<file path="config.mk">
export PLATFORM = sky130hd
export DESIGN_NAME = asf_alert_flags
export DESIGN_NICKNAME = d
export VERILOG_FILES = /design/src/asf_pkg.sv /design/src/asf_alert_flags.sv /design/src/asf_chan_fault.sv
export SDC_FILE = /design/constraint.sdc
export NUM_CORES = 1
export LEC_CHECK = 0
export BUFFER_PORTS_ARGS = -buffer_cell sky130_fd_sc_hd__buf_2
export CAP_MARGIN = 0
export CORE_ASPECT_RATIO = 0.8
export CORE_UTILIZATION = 60
export DETAILED_ROUTE_END_ITERATION = 10
export PLACE_DENSITY = 0.86
export SLEW_MARGIN = 25
export SYNTH_ARGS = -nofsm -noshare
export SYNTH_HDL_FRONTEND = slang
export SYNTH_SLANG_ARGS = --single-unit
export TNS_END_PERCENT = 1
</file>
<file path="constraint.sdc">
create_clock -name clock -period 7.1 [get_ports clock]
set_input_delay 1.065 -clock clock [delete_from_list [all_inputs] [get_ports clock]]
set_output_delay 1.065 -clock clock [all_outputs]
set_load 0.02 [all_outputs]
</file>
<file path="src/asf_pkg.sv">
// Shared constants and carrier types for the alert status flag block.
// Assumes one 200 MHz clock and a synchronous active-high reset.
package asf_pkg;

    // ==========================================================
    // Register map
    // ==========================================================
    localparam logic [7:0] ASF_ALERT_ADDR = 8'h2e; // Latched alert flags
    localparam logic [15:0] ASF_ALERT_RESET = 16'h0000; // Lower flags reset
    localparam int ASF_NUM_CH = 4; // Channel count

    // Field positions inside the alert register
    localparam int ASF_BIT_DIGITAL_SUPPLY = 8;
    localparam int ASF_BIT_HIGH_SUPPLY = 7;
    localparam int ASF_BIT_REGULATOR5 = 6;
    localparam int ASF_BIT_CHARGE_PUMP = 5;
    localparam int ASF_BIT_OVER_TEMP = 4;
    localparam int ASF_BIT_CHANNEL0 = 0; // Channels 0..3 at bits 0..3
    localparam int ASF_NUM_FLAGS = 9; // Bits 8..0 held here

    // ==========================================================
    // Timing
    // ==========================================================
    localparam int ASF_CLK_PERIOD_PS = 5000; // 200 MHz
    localparam int ASF_OUT_DEBOUNCE_US = 2000; // 2 ms output debounce
    // Least time, so round up to whole cycles
    localparam int ASF_OUT_DEBOUNCE_CYC =
        (ASF_OUT_DEBOUNCE_US * 1000000 + ASF_CLK_PERIOD_PS - 1)
        / ASF_CLK_PERIOD_PS;
    localparam int ASF_CNT_W = 20; // Debounce counter width

    // ==========================================================
    // Channel function codes
    // ==========================================================
    typedef enum logic [3:0] {
        ASF_FUNC_HIGH_Z    = 4'h0,
        ASF_FUNC_VOUT      = 4'h1,
        ASF_FUNC_IOUT      = 4'h2,
        ASF_FUNC_VIN       = 4'h3,
        ASF_FUNC_IIN_EXT   = 4'h4,
        ASF_FUNC_IIN_LOOP  = 4'h5,
        ASF_FUNC_RTD       = 4'h6,
        ASF_FUNC_DIN_LOGIC = 4'h7,
        ASF_FUNC_DIN_LOOP  = 4'h8
    } asf_func_t;

    // Supply and temperature monitor levels (high = fault present)
    typedef struct packed {
        logic digital_supply_low;
        logic high_supply_low;
        logic regulator5_low;
        logic charge_pump_high;
        logic over_temperature;
    } asf_mon_t;

    // Per-channel configuration from the channel setup registers
    typedef struct packed {
        asf_func_t channel_function_select;
        logic comparator_enable;
        logic comparator_output_invert;
        logic [15:0] user_debounce_cycles; // Input comparator config
    } asf_chan_cfg_t;

    // Per-channel analog detector levels (asynchronous)
    typedef struct packed {
        logic vout_short;  // Output short detector
        logic iout_open;   // Output open-circuit detector
        logic comp_raw;    // Input comparator, high above half supply
    } asf_chan_det_t;

endpackage : asf_pkg

</file>
<file path="src/asf_alert_flags.sv">
// Latched alert flags for supply, charge pump, temperature and channel
// faults, read and cleared by write-one through the register port.
// Assumes monitor pins are asynchronous; config comes from clock domain.
`timescale 1ns/10ps

// Function
// Latch digital supply low at bit 8
// Latch high supply low at bit 7
// Latch 5 V regulator low at bit 6
// Latch charge pump fault at bit 5
// Latch over-temperature at bit 4
// Channel fault bits 3..0, meaning per function
// Voltage output short after 2 ms persistence
// Current output open after 2 ms persistence
// Loop input short via inverted comparator, user debounce
// External input overcurrent via comparator, user debounce
// Reset to zero, read latched, clear by one
// Software clears with one, zero leaves flag
// Simultaneous set and clear keeps flag set
module asf_alert_flags
    import asf_pkg::*;
#(
    parameter int OUT_DEBOUNCE_CYC = ASF_OUT_DEBOUNCE_CYC
) (
    input wire logic clock,
    input wire logic rst,
    input wire asf_mon_t mon_pins,
    input wire asf_chan_det_t [ASF_NUM_CH-1:0] chan_det_pins,
    input wire asf_chan_cfg_t [ASF_NUM_CH-1:0] chan_cfg,
    input wire logic [7:0] reg_addr,
    input wire logic reg_wr,
    input wire logic reg_rd,
    input wire logic [15:0] reg_wdata,
    output logic [15:0] reg_rdata,
    output logic [ASF_NUM_FLAGS-1:0] alert_flags
);

    // ==========================================================
    // Input synchronisers
    // ==========================================================
    asf_mon_t mon_s1_q; // First stage, read only by second
    asf_mon_t mon_s2_q; // Safe monitor levels
    asf_chan_det_t [ASF_NUM_CH-1:0] det_s1_q; // First stage
    asf_chan_det_t [ASF_NUM_CH-1:0] det_s2_q; // Safe detector levels

    // Two flops on every asynchronous pin
    always_ff @(posedge clock) begin
        if (rst) begin
            mon_s1_q <= '0;
            mon_s2_q <= '0;
            det_s1_q <= '0;
            det_s2_q <= '0;
        end else begin
            mon_s1_q <= mon_pins;
            mon_s2_q <= mon_s1_q;
            det_s1_q <= chan_det_pins;
            det_s2_q <= det_s1_q;
        end
    end

    // ==========================================================
    // Channel fault qualifiers
    // ==========================================================
    logic [ASF_NUM_CH-1:0] chan_fault; // Debounced channel faults

    // One qualifier per channel
    for (genvar ch = 0; ch < ASF_NUM_CH; ch++) begin : g_chan
        asf_chan_fault #(
            .OUT_DEBOUNCE_CYC(OUT_DEBOUNCE_CYC)
        ) u_fault (
            .clock(clock),
            .rst(rst),
            .cfg(chan_cfg[ch]),
            .det(det_s2_q[ch]),
            .fault(chan_fault[ch])
        );
    end

    // ==========================================================
    // Flag set and clear
    // ==========================================================
    logic [ASF_NUM_FLAGS-1:0] set_vec; // Events this cycle
    logic [ASF_NUM_FLAGS-1:0] clr_vec; // Write-one clears this cycle
    logic [ASF_NUM_FLAGS-1:0] flags_q; // Latched flags
    logic [ASF_NUM_FLAGS-1:0] flags_d;
    logic [15:0] rdata_q; // Read data holding register
    logic [15:0] rdata_d;
    logic hit; // Access targets the alert register

    assign hit = (reg_addr == ASF_ALERT_ADDR);

    // Gather events and compute next flags
    always_comb begin
        set_vec = '0;
        set_vec[ASF_BIT_DIGITAL_SUPPLY] = mon_s2_q.digital_supply_low;
        set_vec[ASF_BIT_HIGH_SUPPLY] = mon_s2_q.high_supply_low;
        set_vec[ASF_BIT_REGULATOR5] = mon_s2_q.regulator5_low;
        set_vec[ASF_BIT_CHARGE_PUMP] = mon_s2_q.charge_pump_high;
        set_vec[ASF_BIT_OVER_TEMP] = mon_s2_q.over_temperature;
        set_vec[ASF_BIT_CHANNEL0 +: ASF_NUM_CH] = chan_fault;
        // Only ones clear; zeros leave flags alone
        if (reg_wr && hit) begin
            clr_vec = reg_wdata[ASF_NUM_FLAGS-1:0];
        end else begin
            clr_vec = '0;
        end
        // Set wins over a clear in the same cycle
        flags_d = (flags_q & ~clr_vec) | set_vec;
    end

    // Read data: latched flags, upper bits zero here
    always_comb begin
        if (reg_rd && hit) begin
            rdata_d = '0;
            rdata_d[ASF_NUM_FLAGS-1:0] = flags_q;
        end else if (reg_rd) begin
            rdata_d = '0; // Unknown address reads zero
        end else begin
            rdata_d = rdata_q; // Hold last read
        end
    end

    // Flag and read data registers
    always_ff @(posedge clock) begin
        if (rst) begin
            flags_q <= ASF_ALERT_RESET[ASF_NUM_FLAGS-1:0];
            rdata_q <= '0;
        end else begin
            flags_q <= flags_d;
            rdata_q <= rdata_d;
        end
    end

    // ==========================================================
    // Outputs
    // ==========================================================
    assign reg_rdata = rdata_q;
    assign alert_flags = flags_q;

endmodule : asf_alert_flags

</file>
<file path="src/asf_chan_fault.sv">
// Per-channel fault qualifier: picks the fault source by function and
// requires it to persist for the debounce length before reporting.
// Assumes detector inputs are already synchronised to clock.
`timescale 1ns/10ps
module asf_chan_fault
    import asf_pkg::*;
#(
    parameter int OUT_DEBOUNCE_CYC = ASF_OUT_DEBOUNCE_CYC
) (
    input wire logic clock,
    input wire logic rst,
    input wire asf_chan_cfg_t cfg,
    input wire asf_chan_det_t det,
    output logic fault
);

    // ==========================================================
    // Condition select
    // ==========================================================
    logic cond; // Raw fault condition for the chosen function
    logic [ASF_CNT_W-1:0] limit; // Persistence needed
    logic [ASF_CNT_W-1:0] cnt_q; // Cycles the condition has held
    logic [ASF_CNT_W-1:0] cnt_d;

    // Source and length depend on the channel function
    always_comb begin
        cond = 1'b0;
        limit = ASF_CNT_W'(OUT_DEBOUNCE_CYC);
        unique case (cfg.channel_function_select)
            ASF_FUNC_VOUT: begin
                cond = det.vout_short;
            end
            ASF_FUNC_IOUT: begin
                cond = det.iout_open;
            end
            ASF_FUNC_IIN_LOOP: begin
                // Inverted trip below half supply means short to ground
                cond = cfg.comparator_enable
                       & cfg.comparator_output_invert
                       & ~det.comp_raw;
                limit = ASF_CNT_W'(cfg.user_debounce_cycles);
            end
            ASF_FUNC_IIN_EXT: begin
                // Non-inverted trip means excess source current
                cond = cfg.comparator_enable
                       & ~cfg.comparator_output_invert
                       & det.comp_raw;
                limit = ASF_CNT_W'(cfg.user_debounce_cycles);
            end
            default: begin
                cond = 1'b0; // Other functions raise no channel fault
            end
        endcase
    end

    // ==========================================================
    // Persistence counter
    // ==========================================================
    // Restarts whenever the condition drops; saturates at the limit
    always_comb begin
        if (!cond) begin
            cnt_d = '0;
        end else if (cnt_q < limit) begin
            cnt_d = cnt_q + ASF_CNT_W'(1);
        end else begin
            cnt_d = cnt_q;
        end
    end

    // Counter register
    always_ff @(posedge clock) begin
        if (rst) begin
            cnt_q <= '0;
        end else begin
            cnt_q <= cnt_d;
        end
    end

    // Fault once held continuously for the full length
    assign fault = cond && (cnt_q >= limit) && (limit != '0);

endmodule : asf_chan_fault

</file>
After elaboration in Yosys (flattened, before gate mapping) --
Index checks and enable logic that the tools add are counted.
Storage, ports and cells: input port bits 133, logic and storage cells 134, bits in registers 132
Operators by class: reductions and logical operators 23, magnitude comparators 8, eq/ne operators 17, $add $sub $neg 4, mux-type cells 11, bitwise logic cells 31
Operators with widths (count):
- 20-bit by 1-bit adder with 20-bit output (second input constant) | 4
- 20-bit by 19-bit greater-or-equal comparator with 1-bit output | 4
- 20-bit by 19-bit < comparator with 1-bit output | 4
- 20-bit nonzero test | 4
- 19-bit 2-to-1 mux | 4
- 4-bit by 3-bit == test with 1-bit output (second input constant) | 8
- 9-bit 2-to-1 mux | 3
- 1-bit bitwise AND | 16
- 4-bit by 1-bit == test with 1-bit output (second input constant) | 4
- 4-bit by 2-bit == test with 1-bit output (second input constant) | 4
- 1-bit case mux with 4 select lines | 4
- 2-bit OR reduction | 8
- 1-bit inverter | 12
- 1-bit logical AND | 10
- 9-bit bitwise AND | 1
- 9-bit inverter | 1
- 9-bit bitwise OR | 1
- 8-bit by 6-bit == test with 1-bit output (second input constant) | 1
- 2-bit nonzero test | 1

Depth between registers and ports, before layout --
depth after elaboration 7, gate-level depth with buffers 15, mapped depth without buffers 11

Modules after synthesis --
From an unflattened synthesis, not the netlist that was laid out.
Second synthesis, totals: cells, all modules 972, area total of the unflattened synthesis 8030.2 um^2
By module, submodules not included:
- asf_chan_fault (g_chan[0].u_fault ...) | sequential area each 400.4 um^2, instances 3, cells each 199, area each 1546.5 um^2
- asf_alert_flags | sequential area each 1041.0 um^2, instances 1, cells each 161, area each 1727.9 um^2
- asf_chan_fault (g_chan[1].u_fault) | sequential area each 400.4 um^2, instances 1, cells each 214, area each 1662.8 um^2

Least setup slack after synthesis --
OpenSTA, ideal clock, no wires.
kind input to register, start point in chan_cfg[41] (netlist bit), end point reg g_chan[1].u_fault.cnt_q[17], slack 3.219 ns, buffers on the path 3, arrival 3.811 ns, required time 7.029 ns, stages on the path 13, cells stage by stage or3_1 clkbuf_1 inv_1 clkbuf_1 nand2_1 ha_1 a2111oi_0 o21ai_0 a21oi_2 o21ai_2 buf_6 or4_1 a21oi_1
On the way: word-level cells in the longest chain between the ends 4, elaborated cells between the ends (all ways) 10, classes of those cells 1 x order compare; 4 x eq/ne; 2 x mux; 1 x bitwise; 2 x reduce/logical
Ends and longest elaborated chain:
- start, declared | RTL line asf_alert_flags.sv:29 | input wire asf_chan_cfg_t [ASF_NUM_CH-1:0] chan_cfg,
- 4-bit by 3-bit == test with 1-bit output (tied with other cells) | RTL line asf_chan_fault.sv:29 | unique case (cfg.channel_function_select)
- 2-bit OR reduction (no line) or 1-bit case mux with 4 select lines (tied branches)
- 19-bit 2-to-1 mux or 1-bit inverter (tied branches)
- 20-bit by 19-bit < comparator with 1-bit output or 2-bit OR reduction (tied branches)
- end signal, assigned | RTL line asf_chan_fault.sv:75 | cnt_q <= cnt_d;
- end, declared | RTL line asf_chan_fault.sv:22 | logic [ASF_CNT_W-1:0] cnt_q;
Parallel ways exist; a longest one is shown, timed or not. A chain may end at the register's enable or synchronous reset.

Final worst setup path --
start point in chan_cfg[63] (netlist bit), end point reg g_chan[2].u_fault.cnt_q[19]
On the way: word-level cells in the longest chain between the ends 4, elaborated cells between the ends (all ways) 10, classes of those cells 1 x order compare; 4 x eq/ne; 2 x mux; 1 x bitwise; 2 x reduce/logical
Ends and longest elaborated chain (RTL line):
- 4-bit by 3-bit == test with 1-bit output (tied with other cells) | asf_chan_fault.sv:29
- 2-bit OR reduction (no line) or 1-bit case mux with 4 select lines (tied branches)
- 19-bit 2-to-1 mux or 1-bit inverter (tied branches)
- 20-bit by 19-bit < comparator with 1-bit output or 2-bit OR reduction (tied branches)
- end signal, assigned | asf_chan_fault.sv:75
- end, declared | asf_chan_fault.sv:22
Parallel ways exist; a longest one is shown, timed or not.

==> impl_results.md <==
* Hold-fix buffers, CTS at 0
* CTS root buffer: sky130_fd_sc_hd__clkbuf_16
* Antenna violations before repair at 1
* Max rail drop VDD at 0.000177 V
* Critical path class: input pin to flip-flop
* R2r startpoint: g_chan[2].u_fault.cnt_q[15]
* Via density per instance at 6.04
* Clock-pin slew reported for the worst setup and hold paths after clock tree synthesis at 0.06 ns
* Half-perimeter wire length after detailed placement at 13.8 mm
* Worst R2R Setup Slack at 3.83 ns
* Die extent in x at 129 um
* Clock H-tree levels at 4
* Initial Utilization at 0.627
* Number of violations of the max-capacitance limit at 0
* Vias in the first global route at 7040
* Min setup slack post-route at 2.58 ns
* Maximum number of buffers from clock root to sink at 2
* Diodes inserted at 0
* Area after DPL at 8560 um^2
* Number of distinct library cell variants in the gate-level netlist after synthesis at 60
* Path depth of the worst reg2reg path at 7
* Total of flip-flops plus latches after synthesis at 132
* Number of cells on the worst hold path at 1
* Main flop type after synthesis: sky130_fd_sc_hd__dfxtp_1
* Die area at 13400 um^2
* Worst min-delay path class: flip-flop to flip-flop
* Relative area change from synthesis to final layout at 18.2%
* Count of input and output buffers at 143
* R2R Path End: g_chan[2].u_fault.cnt_q[19]
* Total wire length after detailed routing at 19.6 mm
* Number of max-slew violations in the final report at 0
* Post-synth top area share at 0.339
* Most common cell after layout, fill and taps aside: sky130_fd_sc_hd__buf_2
* Largest driver fanout on the critical path at 14
* Part of the Yosys area used for sequential elements at 0.339
* Clock period minus final worst setup slack at 4.52 ns
* Remaining max-slew budget at the tightest pin at 0.359
* Arrival time at the worst endpoint at 4.86 ns
* Total power divided by cell area at 199 nW/um^2
* Slew @ Worst Pin at 0.962 ns
* Yosys warning total at 0
* TritonCTS buffer count at 17
* Drt wl/cell at 15.5 um
* Cell area after synthesis at 7790 um^2
* Mean Syn Cell Area at 8.24 um^2
* Core Area at 12400 um^2
* Number of DRC markers after the initial detailed-route iteration at 495
* Post-route antenna net violation count at 0
* Number of vias in the routed layout at 7605
* FFs w/ async S/R, synth at 0
* Post-route clock skew at 0.0106 ns
* Y dimension of the die at 104 um
* Latest clock arrival within the worst-skew pair at 0.41 ns
* Post-CTS setup buffer count at 0
* P_leak at 0.00370 uW
* Endpoints failing setup at 0
* Gate Count Post-Synth at 945
* Peak clock frequency supported by timing at 221 MHz
* EDFF count, synth at 0
* Io pins at 158
* Type of element launching the critical path: input pin
* Largest area contributor in the netlist: sky130_fd_sc_hd__dfxtp_1
* Largest net degree at the start of global routing at 55
* Layout cell share with drive strength beyond 1 at 0.176
* Outcome: complete, no violations
* TritonCTS clock tree: done
* Hold Vio Cnt, Final at 0
* Biggest area contributors in the synthesized netlist: sky130_fd_sc_hd__dfxtp_1 (34%), sky130_fd_sc_hd__ha_1 (12%), sky130_fd_sc_hd__a21oi_1 (5.3%), sky130_fd_sc_hd__nand2_1 (5.1%), sky130_fd_sc_hd__nor2b_1 (3.9%)
* Clock sinks at 132
* Setup repair after global routing missed its margin: false
* Hold worst-path end: mon_s2_q[4]
* Post-route cell area at 9210 um^2
* Total track usage at 0.295
* Final weighted congestion of routability-driven global placement at 0.898
* Setup Slack @ Placement at 2.23 ns
* Detailed-route DRC error count at 0
* Sum Neg Setup Slack at 0 ns
* 1st-pass router iterations at 5
* Highest-count cells in the layout ignoring fill and taps: sky130_fd_sc_hd__buf_2 (143), sky130_fd_sc_hd__dfxtp_1 (132), sky130_fd_sc_hd__nand2_1 (106), sky130_fd_sc_hd__a21oi_1 (82), sky130_fd_sc_hd__ha_1 (76)
* # rows at 36
* Element type at the critical path end: flip-flop
* Gr ovfl total at 0
* Required time at the worst-slack endpoint at 7.44 ns
* Hold_sp: mon_s1_q[4]
* Post-route fraction of the period consumed by the critical path at 0.636
* Number of nets in the layout at 1286
* First-pass GRT wire length at 32.0 mm
* Post-cts gate resize count at 0
## layout make-up
cell class	count	area, um^2
Inverter	26	97.6
Clock inverter	12	203
Clock buffer	19	443
Multi-Input combinational cell	752	4850
Sequential cell	132	2640
Timing Repair Buffer	148	753
Tap cell	171	214
Fill cell	955	3220
## report_power, final
group          internal, uW  switching [uW]
Combinational          50.5            61.8
Clock                   632             335
Sequential              752            4.86
## cells in the mapped netlist (all sizes together), types with 4 or more instances
cell,count
dfxtp,132
nand2,106
a21oi,83
ha,76
nor2,68
nor2b,48
o21ai,48
nand3,37
nand4,33
or4,30
or3,27
inv,26
clkbuf,23
o31ai,23
buf,18
nor4,18
and3,17
nor3,14
xor2,14
o211ai,13
nand3b,10
and2,9
o21a,9
nand2b,7
a211oi,5
and4,5
a2111oi,4
mux2i,4
or2,4
xnor2,4
## critical path, stage by stage
cell                        delay [ns]
sky130_fd_sc_hd__buf_2            0.11
sky130_fd_sc_hd__or3_1            0.43
sky130_fd_sc_hd__inv_1            0.36
sky130_fd_sc_hd__nand2_1          0.11
sky130_fd_sc_hd__ha_1             0.34
sky130_fd_sc_hd__a2111oi_2        0.30
sky130_fd_sc_hd__o21ai_1          0.13
sky130_fd_sc_hd__a221oi_2         0.82
sky130_fd_sc_hd__nand2_1          0.45
sky130_fd_sc_hd__or4b_1           0.60
sky130_fd_sc_hd__a21oi_1          0.14
## metal layers
metal	track usage	vias up	wire length, um	part of all wire
met1	0.390	3525	8920	0.46
met5	0	-	13	0.00066
met2	0.473	299	8810	0.45
met4	0.124	2	497	0.025
met3	0.0509	46	1330	0.068
li1	-	3733	-	-
## flip-flops by register name (all words and copies together) (netlist names)
register,cells
alert_flags,9
det_s1_q,12
det_s2_q,12
g_chan.u_fault.cnt_q,80
mon_s1_q,5
mon_s2_q,5
reg_rdata,9
## metrics by stage
stage / total power, uW / cells / hold slack (ns) / util
after global routing: 1890 / 1260 / 0.442 / 0.741
after floorplan: 829 / 951 / 0.413 / -
after CTS: 1840 / 1260 / 0.433 / 0.741
final: 1840 / 1260 / 0.429 / 0.741
after detailed placement: 884 / 1229 / 0.425 / 0.689
after global placement: 880 / 1229 / 0.415 / 0.688
## worst max path at each step
| stage | from | to | slack (ns) | cells past startpoint |
|---|---|---|---|---|
| after CTS | chan_cfg[63] | g_chan[2].u_fault.cnt_q[19] | 2.66 | 11 |
| after detailed placement | chan_cfg[63] | g_chan[2].u_fault.cnt_q[19] | 2.23 | 11 |
| after global placement | chan_cfg[63] | g_chan[2].u_fault.cnt_q[19] | 2.29 | 11 |
| after floorplan | chan_cfg[41] | g_chan[1].u_fault.cnt_q[17] | 3.22 | 13 |
| after global routing | chan_cfg[64] | g_chan[2].u_fault.cnt_q[19] | 2.21 | 12 |
| final | chan_cfg[63] | g_chan[2].u_fault.cnt_q[19] | 2.58 | 11 |
## cells by family after synthesis
group                      Yosys count  share of synthesized area
other                                1                   0.000481
DFF                                132                      0.339
muxes                                4                    0.00514
and+or+nand+nor                    440                      0.304
xor gates and xnor gates            18                     0.0202
adders and majority gates           76                      0.122
AOI/OAI and AO/OA                  207                      0.168
buffers and inverters               67                     0.0416
(Power assumes the default switching activity.)
